File: src/inc/ocd_ctrl_pkg.sv
// constants shared by the debug control block and its helpers
// assumes a 32-bit APB master and an 8-bit core opcode decoder
package ocd_ctrl_pkg;
    // register byte addresses on APB
    localparam logic [7:0] ADDR_CONTROL = 8'h00;
    localparam logic [7:0] ADDR_IRQ_STATUS = 8'h04;
    localparam logic [7:0] ADDR_IRQ_MASK = 8'h08;
    localparam logic [7:0] ADDR_STATE = 8'h0C;
    // debugger_control fields
    localparam int CTL_DEBUG_BIT = 7;
    localparam int CTL_BP_ALLOW = 6;
    localparam int CTL_ACK = 5;
    localparam int CTL_RSV_HI = 4;
    localparam int CTL_RSV_LO = 1;
    localparam int CTL_RESET_REQ = 0;
    localparam logic [7:0] CTL_RESET = 8'h00;
    // read-only state register fields
    localparam int ST_DEBUG = 0;
    localparam int ST_PROTECT = 1;
    localparam int ST_EXEC_BUSY = 2;
    localparam int ST_STOP = 3;
    localparam int ST_STRAP = 4;
    // interrupt events
    localparam int EV_COUNT = 3;
    localparam int EV_ENTRY = 0;
    localparam int EV_DISCARD = 1;
    localparam int EV_RESET_REQ = 2;
    localparam logic [EV_COUNT-1:0] EV_RESET = 3'h0;
    // opcodes and execute command
    localparam logic [7:0] BREAKPOINT_OPCODE = 8'h00;
    localparam logic [7:0] EXEC_CMD_CODE = 8'h12;
    localparam logic [2:0] EXEC_LEN_MIN = 3'h1;
    localparam logic [2:0] EXEC_LEN_MAX = 3'h5;
endpackage

File: src/hdl/exec_gate.sv
// routes the bytes of an execute command to the core, or drops one byte
// assumes the serial front end strips the command code and gives the length
`timescale 1ns/100ps
`default_nettype none
module exec_gate
    import ocd_ctrl_pkg::*;
(
    input wire logic clk_sys,
    input wire logic rst_b,
    input wire logic exec_start,
    input wire logic [2:0] exec_len,
    input wire logic exec_allowed,
    input wire logic byte_valid,
    input wire logic [7:0] byte_data,
    output logic busy,
    output logic core_valid,
    output logic [7:0] core_byte,
    output logic core_last,
    output logic discarded
);
    typedef enum logic [1:0] {GATE_IDLE, GATE_DISCARD, GATE_FORWARD} gate_mode_t;
    typedef struct packed {
        gate_mode_t mode;
        logic [2:0] left;
        logic valid;
        logic [7:0] data;
        logic last;
        logic dropped;
    } gate_state_t;

    gate_state_t st_q, st_d;

    always_comb begin
        st_d = st_q;
        st_d.valid = 1'b0;
        st_d.last = 1'b0;
        st_d.dropped = 1'b0;
        case (st_q.mode)
            GATE_IDLE: begin
                if (exec_start) begin
                    st_d.mode = exec_allowed ? GATE_FORWARD : GATE_DISCARD;
                    if (exec_len < EXEC_LEN_MIN) begin
                        st_d.left = EXEC_LEN_MIN;
                    end else if (exec_len > EXEC_LEN_MAX) begin
                        st_d.left = EXEC_LEN_MAX;
                    end else begin
                        st_d.left = exec_len;
                    end
                end
            end
            GATE_DISCARD: begin
                if (byte_valid) begin
                    st_d.dropped = 1'b1;
                    st_d.mode = GATE_IDLE;
                end
            end
            GATE_FORWARD: begin
                if (byte_valid) begin
                    st_d.valid = 1'b1;
                    st_d.data = byte_data;
                    st_d.left = st_q.left - 3'h1;
                    if (st_q.left == EXEC_LEN_MIN) begin
                        st_d.last = 1'b1;
                        st_d.mode = GATE_IDLE;
                    end
                end
            end
            default: st_d.mode = GATE_IDLE;
        endcase
    end

    always_ff @(posedge clk_sys or negedge rst_b) begin
        if (!rst_b) begin
            st_q <= '{mode: GATE_IDLE, left: 3'h0, valid: 1'b0, data: 8'h00,
                      last: 1'b0, dropped: 1'b0};
        end else begin
            st_q <= st_d;
        end
    end

    assign busy = (st_q.mode != GATE_IDLE);
    assign core_valid = st_q.valid;
    assign core_byte = st_q.data;
    assign core_last = st_q.last;
    assign discarded = st_q.dropped;
endmodule
`default_nettype wire

File: src/hdl/irq_flags.sv
// sticky event flags, write-one-to-clear, with a mask and one level output
// assumes set and clear strobes are one-cycle pulses on clk_sys
`timescale 1ns/100ps
`default_nettype none
module irq_flags
    import ocd_ctrl_pkg::*;
#(
    parameter int W = EV_COUNT
) (
    input wire logic clk_sys,
    input wire logic rst_b,
    input wire logic [W-1:0] event_set,
    input wire logic [W-1:0] clear_ones,
    input wire logic mask_write,
    input wire logic [W-1:0] mask_wdata,
    output logic [W-1:0] status,
    output logic [W-1:0] mask,
    output logic irq
);
    typedef struct packed {
        logic [W-1:0] status;
        logic [W-1:0] mask;
    } irq_state_t;

    irq_state_t st_q, st_d;

    always_comb begin
        st_d = st_q;
        // set wins over a clear in the same cycle
        st_d.status = (st_q.status & ~clear_ones) | event_set;
        if (mask_write) begin
            st_d.mask = mask_wdata;
        end
    end

    always_ff @(posedge clk_sys or negedge rst_b) begin
        if (!rst_b) begin
            st_q <= '0;
        end else begin
            st_q <= st_d;
        end
    end

    assign status = st_q.status;
    assign mask = st_q.mask;
    assign irq = |(st_q.status & st_q.mask);
endmodule
`default_nettype wire

File: src/hdl/ocd_ctrl.sv
// debug state control: entry, exit, breakpoints, reset request, APB registers
// assumes an APB master on clk_sys, a core that stalls fetch on fetch_stop,
// a serial front end that decodes the execute command, all synchronous
//
// Functional notes
// in debug state fetch stops; core runs only debugger-fed instructions
// in debug state clock and peripherals run, except during stop mode
// entering debug state pulls the core out of halt mode
// in debug state the watchdog is refreshed continuously while enabled
// executing a breakpoint opcode with breakpoints allowed enters debug state
// debug pin low at end of reset enters debug state, larger packages only
// debugger keeps debug pin low 5000 more cycles after reset
// execute command outside debug state or under protection discards one byte
// control bit 7 set enters debug state; clearing it resumes execution
// hardware sets bit 7 when a breakpoint decodes with bit 6 set
// under read protection writes of 0 to bit 7 are ignored
// bit 6 clear makes opcode 00 a no-op; set makes it a breakpoint
// writing 1 to control bit 0 resets the whole device
// reserved control bits 4..1 read zero and ignore writes
//
// Chosen here: the placing of the registers and the APB register port.
`timescale 1ns/100ps
`default_nettype none
module ocd_ctrl
    import ocd_ctrl_pkg::*;
(
    input wire logic clk_sys,
    input wire logic rst_b,
    // APB slave
    input wire logic psel,
    input wire logic penable,
    input wire logic pwrite,
    input wire logic [7:0] paddr,
    input wire logic [31:0] pwdata,
    output logic [31:0] prdata,
    output logic pready,
    output logic pslverr,
    // straps and options
    input wire logic debug_serial_pin_in,
    input wire logic large_package,
    input wire logic read_protect,
    // core status
    input wire logic opcode_decoded,
    input wire logic [7:0] opcode,
    input wire logic halt_mode,
    input wire logic stop_mode,
    input wire logic watchdog_enabled,
    // execute command from the serial front end
    input wire logic exec_start,
    input wire logic [2:0] exec_len,
    input wire logic exec_byte_valid,
    input wire logic [7:0] exec_byte,
    // core controls
    output logic fetch_stop,
    output logic core_idle,
    output logic core_exec_valid,
    output logic [7:0] core_exec_byte,
    output logic core_exec_last,
    output logic breakpoint_as_nop,
    output logic halt_exit,
    output logic clock_run,
    output logic periph_run,
    output logic watchdog_refresh,
    output logic device_reset_req,
    output logic debug_acknowledge,
    output logic irq
);
    typedef struct packed {
        logic booted;
        logic strap_entry;
        logic debug;
        logic bp_allow;
        logic ack;
        logic reset_pulse;
        logic nop_pulse;
        logic halt_pulse;
        logic [31:0] rdata;
    } ctl_state_t;

    ctl_state_t st_q, st_d;

    logic setup_phase;
    logic access_phase;
    logic addr_hit;
    logic wr_ctl;
    logic wr_status;
    logic wr_mask;
    logic bp_hit;
    logic strap_hit;
    logic sw_set;
    logic sw_clear;
    logic exec_busy;
    logic exec_dropped;
    logic [EV_COUNT-1:0] ev_set;
    logic [EV_COUNT-1:0] ev_status;
    logic [EV_COUNT-1:0] ev_mask;
    logic [7:0] ctl_view;
    logic [7:0] state_view;

    assign setup_phase = psel && !penable;
    assign access_phase = psel && penable;
    assign addr_hit = (paddr == ADDR_CONTROL) || (paddr == ADDR_IRQ_STATUS)
                   || (paddr == ADDR_IRQ_MASK) || (paddr == ADDR_STATE);
    // writes land on the completing access edge; pready is always high
    assign wr_ctl = access_phase && pwrite && (paddr == ADDR_CONTROL);
    assign wr_status = access_phase && pwrite && (paddr == ADDR_IRQ_STATUS);
    assign wr_mask = access_phase && pwrite && (paddr == ADDR_IRQ_MASK);

    assign bp_hit = opcode_decoded && (opcode == BREAKPOINT_OPCODE) && st_q.bp_allow;
    // the pin is judged at the first edge after release; the debugger keeps it low
    assign strap_hit = !st_q.booted && large_package && !debug_serial_pin_in;
    assign sw_set = wr_ctl && pwdata[CTL_DEBUG_BIT];
    assign sw_clear = wr_ctl && !pwdata[CTL_DEBUG_BIT] && !read_protect;

    // reserved bits are never stored and read as zero; reset request reads zero
    always_comb begin
        ctl_view = CTL_RESET;
        ctl_view[CTL_DEBUG_BIT] = st_q.debug;
        ctl_view[CTL_BP_ALLOW] = st_q.bp_allow;
        ctl_view[CTL_ACK] = st_q.ack;
        ctl_view[CTL_RSV_HI:CTL_RSV_LO] = '0;
        ctl_view[CTL_RESET_REQ] = 1'b0;
    end

    always_comb begin
        state_view = 8'h00;
        state_view[ST_DEBUG] = st_q.debug;
        state_view[ST_PROTECT] = read_protect;
        state_view[ST_EXEC_BUSY] = exec_busy;
        state_view[ST_STOP] = stop_mode;
        state_view[ST_STRAP] = st_q.strap_entry;
    end

    always_comb begin
        st_d = st_q;
        st_d.booted = 1'b1;
        st_d.reset_pulse = 1'b0;
        st_d.nop_pulse = opcode_decoded && (opcode == BREAKPOINT_OPCODE) && !st_q.bp_allow;
        if (strap_hit) begin
            st_d.strap_entry = 1'b1;
        end
        if (wr_ctl) begin
            st_d.bp_allow = pwdata[CTL_BP_ALLOW];
            st_d.ack = pwdata[CTL_ACK];
            st_d.reset_pulse = pwdata[CTL_RESET_REQ];
        end
        // a set from any source wins over a software clear in the same cycle
        if (sw_clear) begin
            st_d.debug = 1'b0;
        end
        if (bp_hit || strap_hit || sw_set) begin
            st_d.debug = 1'b1;
        end
        st_d.halt_pulse = st_d.debug && !st_q.debug && halt_mode;
        // read data is captured in the setup cycle, so it is a flop output
        if (setup_phase && !pwrite) begin
            case (paddr)
                ADDR_CONTROL: st_d.rdata = {24'h000000, ctl_view};
                ADDR_IRQ_STATUS: st_d.rdata = {{(32-EV_COUNT){1'b0}}, ev_status};
                ADDR_IRQ_MASK: st_d.rdata = {{(32-EV_COUNT){1'b0}}, ev_mask};
                ADDR_STATE: st_d.rdata = {24'h000000, state_view};
                default: st_d.rdata = 32'h00000000;
            endcase
        end
    end

    always_ff @(posedge clk_sys or negedge rst_b) begin
        if (!rst_b) begin
            st_q <= '{booted: 1'b0, strap_entry: 1'b0, debug: 1'b0, bp_allow: 1'b0,
                      ack: 1'b0, reset_pulse: 1'b0, nop_pulse: 1'b0,
                      halt_pulse: 1'b0, rdata: 32'h00000000};
        end else begin
            st_q <= st_d;
        end
    end

    exec_gate u_exec_gate (
        .clk_sys(clk_sys),
        .rst_b(rst_b),
        .exec_start(exec_start),
        .exec_len(exec_len),
        .exec_allowed(st_q.debug && !read_protect),
        .byte_valid(exec_byte_valid),
        .byte_data(exec_byte),
        .busy(exec_busy),
        .core_valid(core_exec_valid),
        .core_byte(core_exec_byte),
        .core_last(core_exec_last),
        .discarded(exec_dropped)
    );

    always_comb begin
        ev_set = EV_RESET;
        ev_set[EV_ENTRY] = st_d.debug && !st_q.debug;
        ev_set[EV_DISCARD] = exec_dropped;
        ev_set[EV_RESET_REQ] = st_d.reset_pulse;
    end

    irq_flags #(
        .W(EV_COUNT)
    ) u_irq_flags (
        .clk_sys(clk_sys),
        .rst_b(rst_b),
        .event_set(ev_set),
        .clear_ones(wr_status ? pwdata[EV_COUNT-1:0] : EV_RESET),
        .mask_write(wr_mask),
        .mask_wdata(pwdata[EV_COUNT-1:0]),
        .status(ev_status),
        .mask(ev_mask),
        .irq(irq)
    );

    assign prdata = st_q.rdata;
    assign pready = 1'b1;
    assign pslverr = access_phase && !addr_hit;

    assign fetch_stop = st_q.debug;
    assign core_idle = st_q.debug && !exec_busy;
    assign breakpoint_as_nop = st_q.nop_pulse;
    assign halt_exit = st_q.halt_pulse;
    assign clock_run = !stop_mode;
    assign periph_run = !stop_mode;
    assign watchdog_refresh = st_q.debug && watchdog_enabled;
    assign device_reset_req = st_q.reset_pulse;
    assign debug_acknowledge = st_q.ack;
endmodule
`default_nettype wire

File: config.mk
export PLATFORM = sky130hd
export DESIGN_NAME = ocd_ctrl
export DESIGN_NICKNAME = d
export VERILOG_FILES = /design/src/inc/ocd_ctrl_pkg.sv /design/src/hdl/exec_gate.sv /design/src/hdl/irq_flags.sv /design/src/hdl/ocd_ctrl.sv
export SDC_FILE = /design/constraint.sdc
export NUM_CORES = 1
export LEC_CHECK = 0
export BUFFER_PORTS_ARGS = -buffer_cell sky130_fd_sc_hd__clkbuf_2
export CAP_MARGIN = 20
export CORE_ASPECT_RATIO = 1.2
export CORE_MARGIN = 5
export CORE_UTILIZATION = 44
export DETAILED_ROUTE_END_ITERATION = 8
export PLACE_DENSITY = 0.88
export SYNTH_ARGS = -nofsm -noshare
export SYNTH_HDL_FRONTEND = slang
export SYNTH_HIERARCHICAL = 1
export SYNTH_SLANG_ARGS = --single-unit
File: constraint.sdc
create_clock -name clk_sys -period 1.64 [get_ports clk_sys]
set_clock_uncertainty 0.1 [all_clocks]
set_input_delay 0.082 -clock clk_sys [delete_from_list [all_inputs] [get_ports clk_sys]]
set_output_delay 0.082 -clock clk_sys [all_outputs]
set_load 0.02 [all_outputs]
==> results of run 1 <==
what timing repair did:
action                                  in CTS  in global routing
endpoints found under the hold margin       35                  0
endpoints found under the setup margin       0                  3
resized for setup                            0                  1
hold buffers                                18                  0
logic make-up after synthesis:
| group | count (synthesis) | share of synthesized area (%) |
|---|---|---|
| multiplexers | 17 | 9.93 |
| XOR/XNOR | 1 | 0.395 |
| flip-flops | 38 | 42.9 |
| adder cells (fa/ha/maj) | 2 | 1.13 |
| AO/OA/AOI/OAI | 28 | 8.91 |
| other | 2 | 0.339 |
| buffers and inverters | 61 | 18.7 |
| AND/OR/NAND/NOR | 61 | 17.8 |
synthesized netlist by cell type, types with 2 or more instances:
master | instances | share of area (%)
nand4_1 | 2 | 0.56
buf_6 | 3 | 1.5
nand2_1 | 14 | 2.4
nor2_1 | 7 | 1.2
inv_1 | 13 | 2.2
mux2_4 | 8 | 5.4
conb_1 | 2 | 0.34
a222oi_1 | 2 | 0.90
a22oi_1 | 3 | 1.0
and3_1 | 3 | 0.85
buf_4 | 43 | 15
nand3_1 | 2 | 0.45
o21ai_0 | 10 | 2.3
or4_4 | 2 | 1.0
nor2b_1 | 5 | 1.4
nor4b_1 | 2 | 0.79
dfrtp_1 | 38 | 43
mux2_2 | 5 | 2.5
nor3b_1 | 4 | 1.4
ha_1 | 2 | 1.1
mux2_1 | 3 | 1.5
nor3_1 | 2 | 0.45
or2_2 | 2 | 0.56
a21o_1 | 4 | 1.4
nor4_1 | 2 | 0.56
a21oi_1 | 3 | 0.68
nor3_4 | 2 | 1.5
per-stage QoR:
step / std cells / hold WS (ns) / cell area [µm²] / setup WS [ns] / total power [mW]
floorplan: 234 / -0.314 / 2320 / -0.140 / 2.23
global placement: 329 / -0.0200 / 2480 / -0.208 / 2.32
detailed placement: 329 / -0.0120 / 2480 / -0.239 / 2.35
CTS: 355 / 0.00192 / 2800 / 0.0408 / 3.34
global route: 355 / 0.0260 / 2810 / 0.0170 / 3.51
finish: 355 / 0.0100 / 2810 / 0.0454 / 3.34
layer usage:
metal | vias up | wire length [µm] | GRT usage (%) | share of wire, %
li1 | 821 | - | - | -
met1 | 807 | 1900 | 17.3 | 39
met2 | 61 | 2550 | 26.0 | 52
met3 | 11 | 317 | 2.53 | 6.5
met4 | 0 | 132 | 7.28 | 2.7
met5 | - | 0 | 0 | 0
worst reg2reg max path, delay by kind of cell (launching register included):
family           cells  cell delay, ns
flip-flops           1            0.39
AO/OA/AOI/OAI        2            0.30
AND/OR/NAND/NOR      1            0.34
multiplexers         1            0.28
registers in the layout (all words and copies together), names as in the netlist:
signal and flops:
prdata 8, u_exec_gate/core_byte 8, u_exec_gate/st_q 5, u_irq_flags/mask 3, u_irq_flags/status 3, st_q 2
breakpoint_as_nop 1, ctl_view 1, debug_acknowledge 1, device_reset_req 1, fetch_stop 1, halt_exit 1
u_exec_gate/core_last 1, u_exec_gate/core_valid 1, u_exec_gate/discarded 1
power groups by stage:
stage               Clock (mW)  Combinational, mW  Sequential (mW)
floorplan                    0              0.993             1.24
global placement             0               1.09             1.23
detailed placement           0               1.11             1.24
CTS                      0.970               1.15             1.23
global route              1.01               1.25             1.25
finish                   0.963               1.15             1.23
area by class of cell:
class                           count  area [µm²]  area share (%)
Clock inverter                      3        68.8            2.45
Inverter                           13        48.8            1.74
Sequential cell                    38         951            33.9
Clock buffer                        5        68.8            2.45
Timing Repair Buffer              101         628            22.4
Multi-Input combinational cell    135         967            34.4
Tap cell                           60        75.1            2.67
worst paths after layout:
kind	from	to	slack, ns	depth (start not counted)
setup reg to reg	u_exec_gate/st_q[14]	prdata[2]	0.12	4
max in group asynchronous	rst_b	u_exec_gate/core_byte[1]	0.75	3
min in group asynchronous	rst_b	debug_acknowledge	0.19	2
hold / removal	pwdata[7]	fetch_stop	0.01	3
setup / recovery	paddr[5]	pslverr	0.05	7
hold reg to reg	u_exec_gate/discarded	u_irq_flags/status[1]	0.34	1
cell usage in the layout, fill, tap and decap left out, types with 3 or more instances in the layout:
master,synthesis,layout
a22oi_1,3,3
buf_4,43,7
a21o_1,4,4
clkbuf_8,0,5
and3_1,3,3
conb_1,2,26
dfrtp_1,38,38
nor2_1,7,7
mux2_1,3,3
dlygate4sd3_1,0,18
mux2_4,8,8
mux2_2,5,5
nor3b_1,4,4
a21oi_1,3,3
nor2b_1,5,5
o21ai_0,10,10
inv_1,13,12
nand2_1,14,14
clkbuf_2,0,75
==> results.json, run 1 <==
{
  "p_comb_share_pct": 34.4,
  "cts-htree-levels": 2,
  "drt_wl_total_um": 4910,
  "drtIter0Drc": 121,
  "dieArea_mm2": 0.00657,
  "synth_top_flop_cell": "dfrtp_1",
  "clock_path_buffers": 2,
  "chipWidth_um": 74.8,
  "rsz0062_at_grt": "no",
  "slowest_stage": "or4_4",
  "worstPathRequired_ns": 1.46,
  "worst_pin_slew_ns": 0.544,
  "power_density_mw_per_mm2": 1190,
  "grt_max_degree": 21,
  "hp-class": "input pin to flop",
  "fill_cells": 438,
  "insertion_delay_ns": 0.29,
  "arrival_ns": 1.41,
  "pwr-share-seq_pct": 36.7,
  "portBuffers": 75,
  "grt_pass1_vias": 1679,
  "diodes": 0,
  "dr.pass1.iters": 4,
  "synth_area_mm2": 0.00222,
  "start_util_pct": 45.2,
  "synth_seq_cells": 38,
  "grt-ovfl-total": 0,
  "die_h_um": 87.8,
  "num_vias": 1700,
  "cts_sinks": 38,
  "power.leakage_nw": 1.50,
  "row_count": 28,
  "synth_cell_types": 49,
  "crit_top_cell": "clkbuf_2",
  "outcome": "finished, final reports clean",
  "area_growth_pct": 26.6,
  "power.share.clock_pct": 28.8,
  "syn_inst": 210,
  "routabilityCongestion": 0.802,
  "hpwl_um": 3670,
  "final_hold_viol_count": 0,
  "synth_edf_count": 0,
  "routedWlPerCell_um": 13.8,
  "min_period_over_period_pct": 97.2,
  "slew_headroom_pct": 63.8,
  "cts_tree": "built",
  "startpoint_type": "input pin",
  "power.internal_mw": 2.28,
  "fin_util_pct": 57.2,
  "synth_warnings": 6,
  "power.share.switching_pct": 31.8,
  "path_clk_slew_ns": 0.07,
  "path_delay_family": "simple AND/OR/NAND/NOR gates",
  "fin_nets": 369,
  "max_stage_delay_ns": 0.57,
  "cts_setup_buffers": 0,
  "grt_antenna_before_repair": 0,
  "cts_made_buffers": 5,
  "ios": 127,
  "route.antenna.remaining_nets": 0,
  "irDropWorstVdd_mv": 0.648,
  "viasPerCell": 4.79,
  "drive_above_1_share_pct": 40.7,
  "avgSynthCellArea_um2": 10.6,
  "max_freq_mhz": 627,
  "async_reset_ff_share_pct": 100,
  "maxCapViolations": 0,
  "p_switching_mw": 1.06,
  "period_minus_slack_ns": 1.59,
  "grt_pass1_wl_um": 7540,
  "cts_root_buf": "clkbuf_8",
  "worstSetupEndpointType": "primary output",
  "core_mm2": 0.00490,
  "crit_buf_inv": 4,
  "drc": 0,
  "crit_path_cell_trace": "clkbuf_2, or4_4, nor3_4, inv_2, buf_4, and3_1, clkbuf_2",
  "fin_setup_tns_ns": 0,
  "grt.total_usage_pct": 14.9,
  "worstPathMaxFanout": 3,
  "ys_seq_area_share_pct": 42.9,
  "setup_viol": 0,
  "drv_slew": 0,
  "critical_path_class": "input pin to primary output"
}
No activity file was read; power rests on OpenSTA's default activity.
==> inputs of run 2 (changes only) <==
--- a/config.mk
+++ b/config.mk
@@ -8,7 +8,7 @@
 export BUFFER_PORTS_ARGS = -buffer_cell sky130_fd_sc_hd__clkbuf_2
 export CAP_MARGIN = 20
 export CORE_ASPECT_RATIO = 1.2
-export CORE_MARGIN = 5
+export CORE_MARGIN = 8
 export CORE_UTILIZATION = 44
 export DETAILED_ROUTE_END_ITERATION = 8
 export PLACE_DENSITY = 0.88
==> results.json, run 2 (same netlist as run 1, synthesis figures left out) <==
{
  "hpwl_um": 4010,
  "startpoint_type": "input pin",
  "worstSetupStartpoint": "paddr[5]",
  "multi_input_area_um2": 967,
  "worstSetupEndpointType": "flop",
  "outcome": "finished, final reports clean",
  "maxCapViolations": 0,
  "ios": 127,
  "routedWlPerCell_um": 14.5,
  "portBuffers": 75,
  "seqCellArea_um2": 951,
  "drtIter0Drc": 59,
  "core_mm2": 0.00490,
  "grt.total_usage_pct": 13.7,
  "dieArea_mm2": 0.00758,
  "irDropWorstVdd_mv": 0.579,
  "cts_setup_buffers": 0,
  "hp-class": "input pin to flop",
  "rsz0062_at_grt": "yes",
  "cts-htree-levels": 2,
  "drc": 0,
  "slowest_stage": "or4_4",
  "crit_buf_inv": 2,
  "worstPathMaxFanout": 3,
  "diodes": 0,
  "grt_max_degree": 39,
  "arrival_ns": 1.64,
  "rr_worst_depth": 5,
  "p_switching_mw": 1.03,
  "fill_cells": 444,
  "area_growth_pct": 24.3,
  "power.leakage_nw": 1.47,
  "worstPathRequired_ns": 1.70,
  "mostFrequentLayoutCell": "clkbuf_2",
  "final_hold_viol_count": 0,
  "pwr-share-seq_pct": 39.2,
  "path_clk_slew_ns": 0.07,
  "chipWidth_um": 80.8,
  "power.share.switching_pct": 32.6,
  "clock_path_buffers": 2,
  "power.share.clock_pct": 24.0,
  "route.antenna.remaining_nets": 0,
  "start_util_pct": 45.2,
  "cts_tree": "built",
  "max_freq_mhz": 631,
  "cp_num_cells": 6,
  "drv_slew": 0,
  "cts_sinks": 38,
  "p_comb_share_pct": 36.8,
  "insertion_delay_ns": 0.28,
  "setup_viol": 0,
  "min_period_over_period_pct": 96.7,
  "max_stage_delay_ns": 0.57,
  "grt-ovfl-total": 0,
  "drive_above_1_share_pct": 39.8,
  "power.internal_mw": 2.12,
  "stdcell_count": 354,
  "die_h_um": 93.8,
  "num_vias": 1666,
  "period_minus_slack_ns": 1.59,
  "critical_path_class": "input pin to flop",
  "fin_setup_tns_ns": 0,
  "reg2reg_from": "ctl_view[6]",
  "final_cell_mix": "75 x clkbuf_2, 38 x dfrtp_1, 26 x conb_1",
  "path_delay_family": "simple AND/OR/NAND/NOR gates",
  "cts_root_buf": "clkbuf_8",
  "placed_cells": 328,
  "cts_made_buffers": 5,
  "power_density_mw_per_mm2": 1140,
  "dr.pass1.iters": 4,
  "grt_pass1_wl_um": 8190,
  "grt_pass1_vias": 1806,
  "routabilityCongestion": 0.798,
  "grt_antenna_before_repair": 0,
  "fin_nets": 368,
  "hold_path_depth": 3,
  "row_count": 28,
  "drt_wl_total_um": 5130,
  "min-delay-start": "pwdata[7]",
  "crit_path_cell_trace": "clkbuf_2, or4_4, nor3_4, inv_2, nor4b_4, mux2_1",
  "viasPerCell": 4.71
}
[run 2: changes by cell type in the layout (fill, tap and decap cells not counted), sizes merged]
cell,delta
clkbuf,+2
clkinv,-1
bufinv,-1
buf,-1
[run 2: power groups by stage]
stage | Combinational, mW | Clock (mW) | Sequential (mW)
floorplan | 0.993 | 0 | 1.24
global placement | 1.09 | 0 | 1.23
detailed placement | 1.11 | 0 | 1.25
CTS | 1.16 | 0.778 | 1.23
global route | 1.25 | 0.823 | 1.26
finish | 1.16 | 0.756 | 1.23
[run 2: worst min-delay path: stages]
cell	delay [ns]
clkbuf_2	0.07
a211o_2	0.13
a21o_1	0.08
[run 2: what timing repair did]
| action | 4_1_cts | 5_1_grt |
|---|---|---|
| setup endpoints to repair | 0 | 7 |
| resized for setup | 0 | 1 |
| hold buffers | 18 | 0 |
| hold endpoints to repair | 55 | 0 |
[run 2: metal layers]
metal  GRT usage (%)  up-vias  share of wire (%)
met3            3.93        8                6.6
met5               0        -                  0
li1                -      816                  -
met2            25.4       56                 55
met4            6.12        0                2.3
met1            13.5      786                 36
[run 2: worst paths after layout]
path | endpoint | slack, ns
setup / recovery | u_irq_flags/mask[1] | 0.05
hold / removal | fetch_stop | 0.01
setup reg to reg | u_irq_flags/status[0] | 0.14
hold reg to reg | u_irq_flags/status[1] | 0.35
max in group asynchronous | u_exec_gate/core_byte[4] | 0.80
min in group asynchronous | prdata[6] | 0.32
[run 2: layout make-up]
type	instances	share of cell area, %
tap	60	2.72
multi-input combinational	135	35.1
clock buffer	7	2.77
clock inverter	1	1.09
sequential	38	34.5
inverter	13	1.77
timing repair buffer	100	22.1
[run 2: per-stage QoR]
step	power, mW	setup slack (ns)	util [%]	hold WS (ns)	cell area [µm²]
2_1_floorplan	2.23	-0.140	-	-0.314	2320
3_3_place_gp	2.32	-0.203	50.2	0.0521	2460
3_5_place_dp	2.36	-0.237	50.2	0.0731	2460
4_1_cts	3.17	0.0372	56.0	0.00497	2750
5_1_grt	3.33	-0.00828	56.2	0.0190	2760
6_report	3.15	0.0542	56.2	0.0150	2760
==> inputs of run 3 (changes only) <==
--- a/config.mk
+++ b/config.mk
@@ -5,13 +5,14 @@
 export SDC_FILE = /design/constraint.sdc
 export NUM_CORES = 1
 export LEC_CHECK = 0
+export ABC_AREA = 1
 export BUFFER_PORTS_ARGS = -buffer_cell sky130_fd_sc_hd__clkbuf_2
 export CAP_MARGIN = 20
 export CORE_ASPECT_RATIO = 1.2
 export CORE_MARGIN = 8
-export CORE_UTILIZATION = 44
+export CORE_UTILIZATION = 45
 export DETAILED_ROUTE_END_ITERATION = 8
-export PLACE_DENSITY = 0.88
+export PLACE_DENSITY = 0.89
 export SYNTH_ARGS = -nofsm -noshare
 export SYNTH_HDL_FRONTEND = slang
 export SYNTH_HIERARCHICAL = 1
==> results.json, run 3 <==
{
  "start_util_pct": 46.4,
  "synth_warnings": 6,
  "routedWlPerCell_um": 12.5,
  "route.antenna.remaining_nets": 0,
  "grt_pass1_wl_um": 8970,
  "final_hold_viol_count": 0,
  "synth_top_area_cell": "dfrtp_1",
  "synth_compound_area_share_pct": 4.07,
  "synthAdderAreaFrac_pct": 1.10,
  "drc": 0,
  "power.internal_mw": 1.79,
  "setup_viol": 0,
  "synth_xor_area_share_pct": 0,
  "ys_top_cells_by_count": "83 x nand2_1, 43 x buf_4, 38 x dfrtp_1",
  "avgSynthCellArea_um2": 7.63,
  "synth_top_family_by_area": "simple AND/OR/NAND/NOR gates",
  "fin_setup_tns_ns": 0,
  "area_growth_pct": 24.1,
  "num_vias": 2060,
  "chipWidth_um": 80.9,
  "pwr-share-seq_pct": 42.1,
  "rsz0062_at_grt": "no",
  "critical_path_class": "input pin to flop",
  "worstSetupEndpointType": "flop",
  "dieArea_mm2": 0.00759,
  "syn_inst": 298,
  "worstPathMaxFanout": 2,
  "routabilityCongestion": 0.821,
  "drtIter0Drc": 62,
  "synthSimpleGateAreaFrac_pct": 31.5,
  "power.share.switching_pct": 38.2,
  "hpwl_um": 4200,
  "reg2reg_to": "u_exec_gate/core_byte[4]",
  "wl_met1_um": 2040,
  "synth_cell_types": 22,
  "min_period_over_period_pct": 91.1,
  "p_comb_share_pct": 35.1,
  "power.share.clock_pct": 22.7,
  "whs_ns": 0.0312,
  "p_switching_mw": 1.10,
  "grt_max_degree": 39,
  "outcome": "finished, final reports clean",
  "dr.pass1.iters": 4,
  "portBuffers": 75,
  "synth_area_mm2": 0.00227,
  "wl_met2_um": 3060,
  "cts_tree": "built",
  "ios": 127,
  "power.leakage_nw": 1.68,
  "grt_pass1_vias": 2062,
  "hp-class": "input pin to flop",
  "core_mm2": 0.00490,
  "r2r_slack_ns": 0.24,
  "grt_antenna_before_repair": 0,
  "insertion_delay_ns": 0.29,
  "row_count": 28,
  "mostFrequentLayoutCell": "nand2_1",
  "synth_top_area_share_pct": 41.8,
  "synthTopCellsByArea": "dfrtp_1 42%, buf_4 14%, nand2_1 14%",
  "drt_wl_total_um": 5600,
  "cts_setup_buffers": 0,
  "synth_most_common_cell": "nand2_1",
  "final_cell_mix": "83 x nand2_1, 75 x clkbuf_2, 38 x dfrtp_1",
  "drive_above_1_share_pct": 27.7,
  "cts_made_buffers": 5,
  "reg2reg_from": "u_exec_gate/st_q[14]",
  "highest_layer": "met4",
  "startpoint_type": "input pin",
  "arrival_ns": 1.58,
  "synth_top_flop_cell": "dfrtp_1",
  "maxCapViolations": 0,
  "power_mw": 2.89,
  "cts-htree-levels": 2,
  "synth_edf_count": 0,
  "max_freq_mhz": 669,
  "dr_wl_met3_um": 416,
  "drv_slew": 0,
  "die_h_um": 93.9,
  "path_clk_slew_ns": 0.07,
  "irDropWorstVdd_mv": 0.619,
  "period_minus_slack_ns": 1.49,
  "worstPathRequired_ns": 1.72,
  "cts_sinks": 38,
  "cts_root_buf": "clkbuf_8",
  "viasPerCell": 4.61,
  "synthMuxAreaShare_pct": 0,
  "rr_worst_depth": 6,
  "async_reset_ff_share_pct": 100,
  "worstSetupStartpoint": "opcode[2]",
  "ys_seq_area_share_pct": 41.8,
  "fin_nets": 460,
  "synth_seq_cells": 38,
  "grt-ovfl-total": 0,
  "grt.total_usage_pct": 14.7,
  "clock_path_buffers": 2,
  "power_density_mw_per_mm2": 1030,
  "cp-endpoint": "breakpoint_as_nop"
}
[run 3: cell count changes in the layout (fill, tap and decap cells not counted), moves of 6 or more]
cell           previous run  this run
nand2_1                  14        83
mux2_4                    8         0
dlygate4sd3_1            18        24
nand2_2                   0         6
inv_1                    12        31
nor2_1                    7        22
nand3_1                   2        29
[run 3: worst min-delay path by stage]
stage | cells past startpoint | slack, ns | start | end
2_1_floorplan | 0 | -0.31 | rst_b | breakpoint_as_nop
3_3_place_gp | 2 | 0.06 | rst_b | prdata[2]
3_5_place_dp | 2 | 0.07 | rst_b | u_irq_flags/mask[0]
4_1_cts | 5 | 0.01 | exec_len[2] | u_exec_gate/st_q[13]
5_1_grt | 3 | 0.06 | exec_byte_valid | u_exec_gate/discarded
6_report | 5 | 0.03 | exec_len[2] | u_exec_gate/st_q[13]
[run 3: stage by stage]
stage | instance area (µm²) | worst slack [ns] | utilization (%) | std cells
floorplan | 2360 | 0.340 | - | 322
global placement | 2480 | 0.236 | 50.6 | 414
global route | 2820 | 0.0581 | 57.4 | 446
CTS | 2820 | 0.0767 | 57.4 | 446
detailed placement | 2480 | 0.202 | 50.6 | 414
finish | 2820 | 0.146 | 57.5 | 447
[run 3: cell families (layout without fill, tap and decap cells)]
group	after synthesis	in the layout
and+or+nand+nor	158	158
other	2	27
AOI/OAI and AO/OA	17	17
adders and majority gates	2	2
DFF	38	38
buffers and inverters	81	145
[run 3: what timing repair did]
action                                  in CTS  in global routing
hold buffers                                24                  0
endpoints found under the hold margin       57                  0
endpoints found under the setup margin       0                  1
resized for setup                            0                  1
[run 3: metal layers]
layer	vias up	track usage (%)
li1	1022	-
met1	954	14.7
met2	76	27.2
met3	8	4.31
met4	0	5.82
met5	-	0
[run 3: critical path: stages]
cell           delay, ns
dlygate4sd3_1       0.54
clkbuf_2            0.10
nor2_1              0.07
nand2_1             0.07
dlygate4sd3_1       0.55
nor4_1              0.16
[run 3: power by group through the flow]
stage          Combinational [mW]  Sequential, mW  Clock (mW)
2_1_floorplan               0.845            1.21           0
3_3_place_gp                0.939            1.22           0
3_5_place_dp                0.973            1.23           0
4_1_cts                      1.02            1.21       0.694
5_1_grt                      1.15            1.24       0.710
6_report                     1.02            1.22       0.657
[run 3: cell type report]
class / count / area [µm²]
fill: 476 / 2080
sequential: 38 / 951
multi-input combinational: 203 / 935
timing repair buffer: 101 / 631
inverter: 36 / 135
clock buffer: 7 / 86.3
tap: 60 / 75.1
clock inverter: 1 / 5.00
antenna: 1 / 2.50
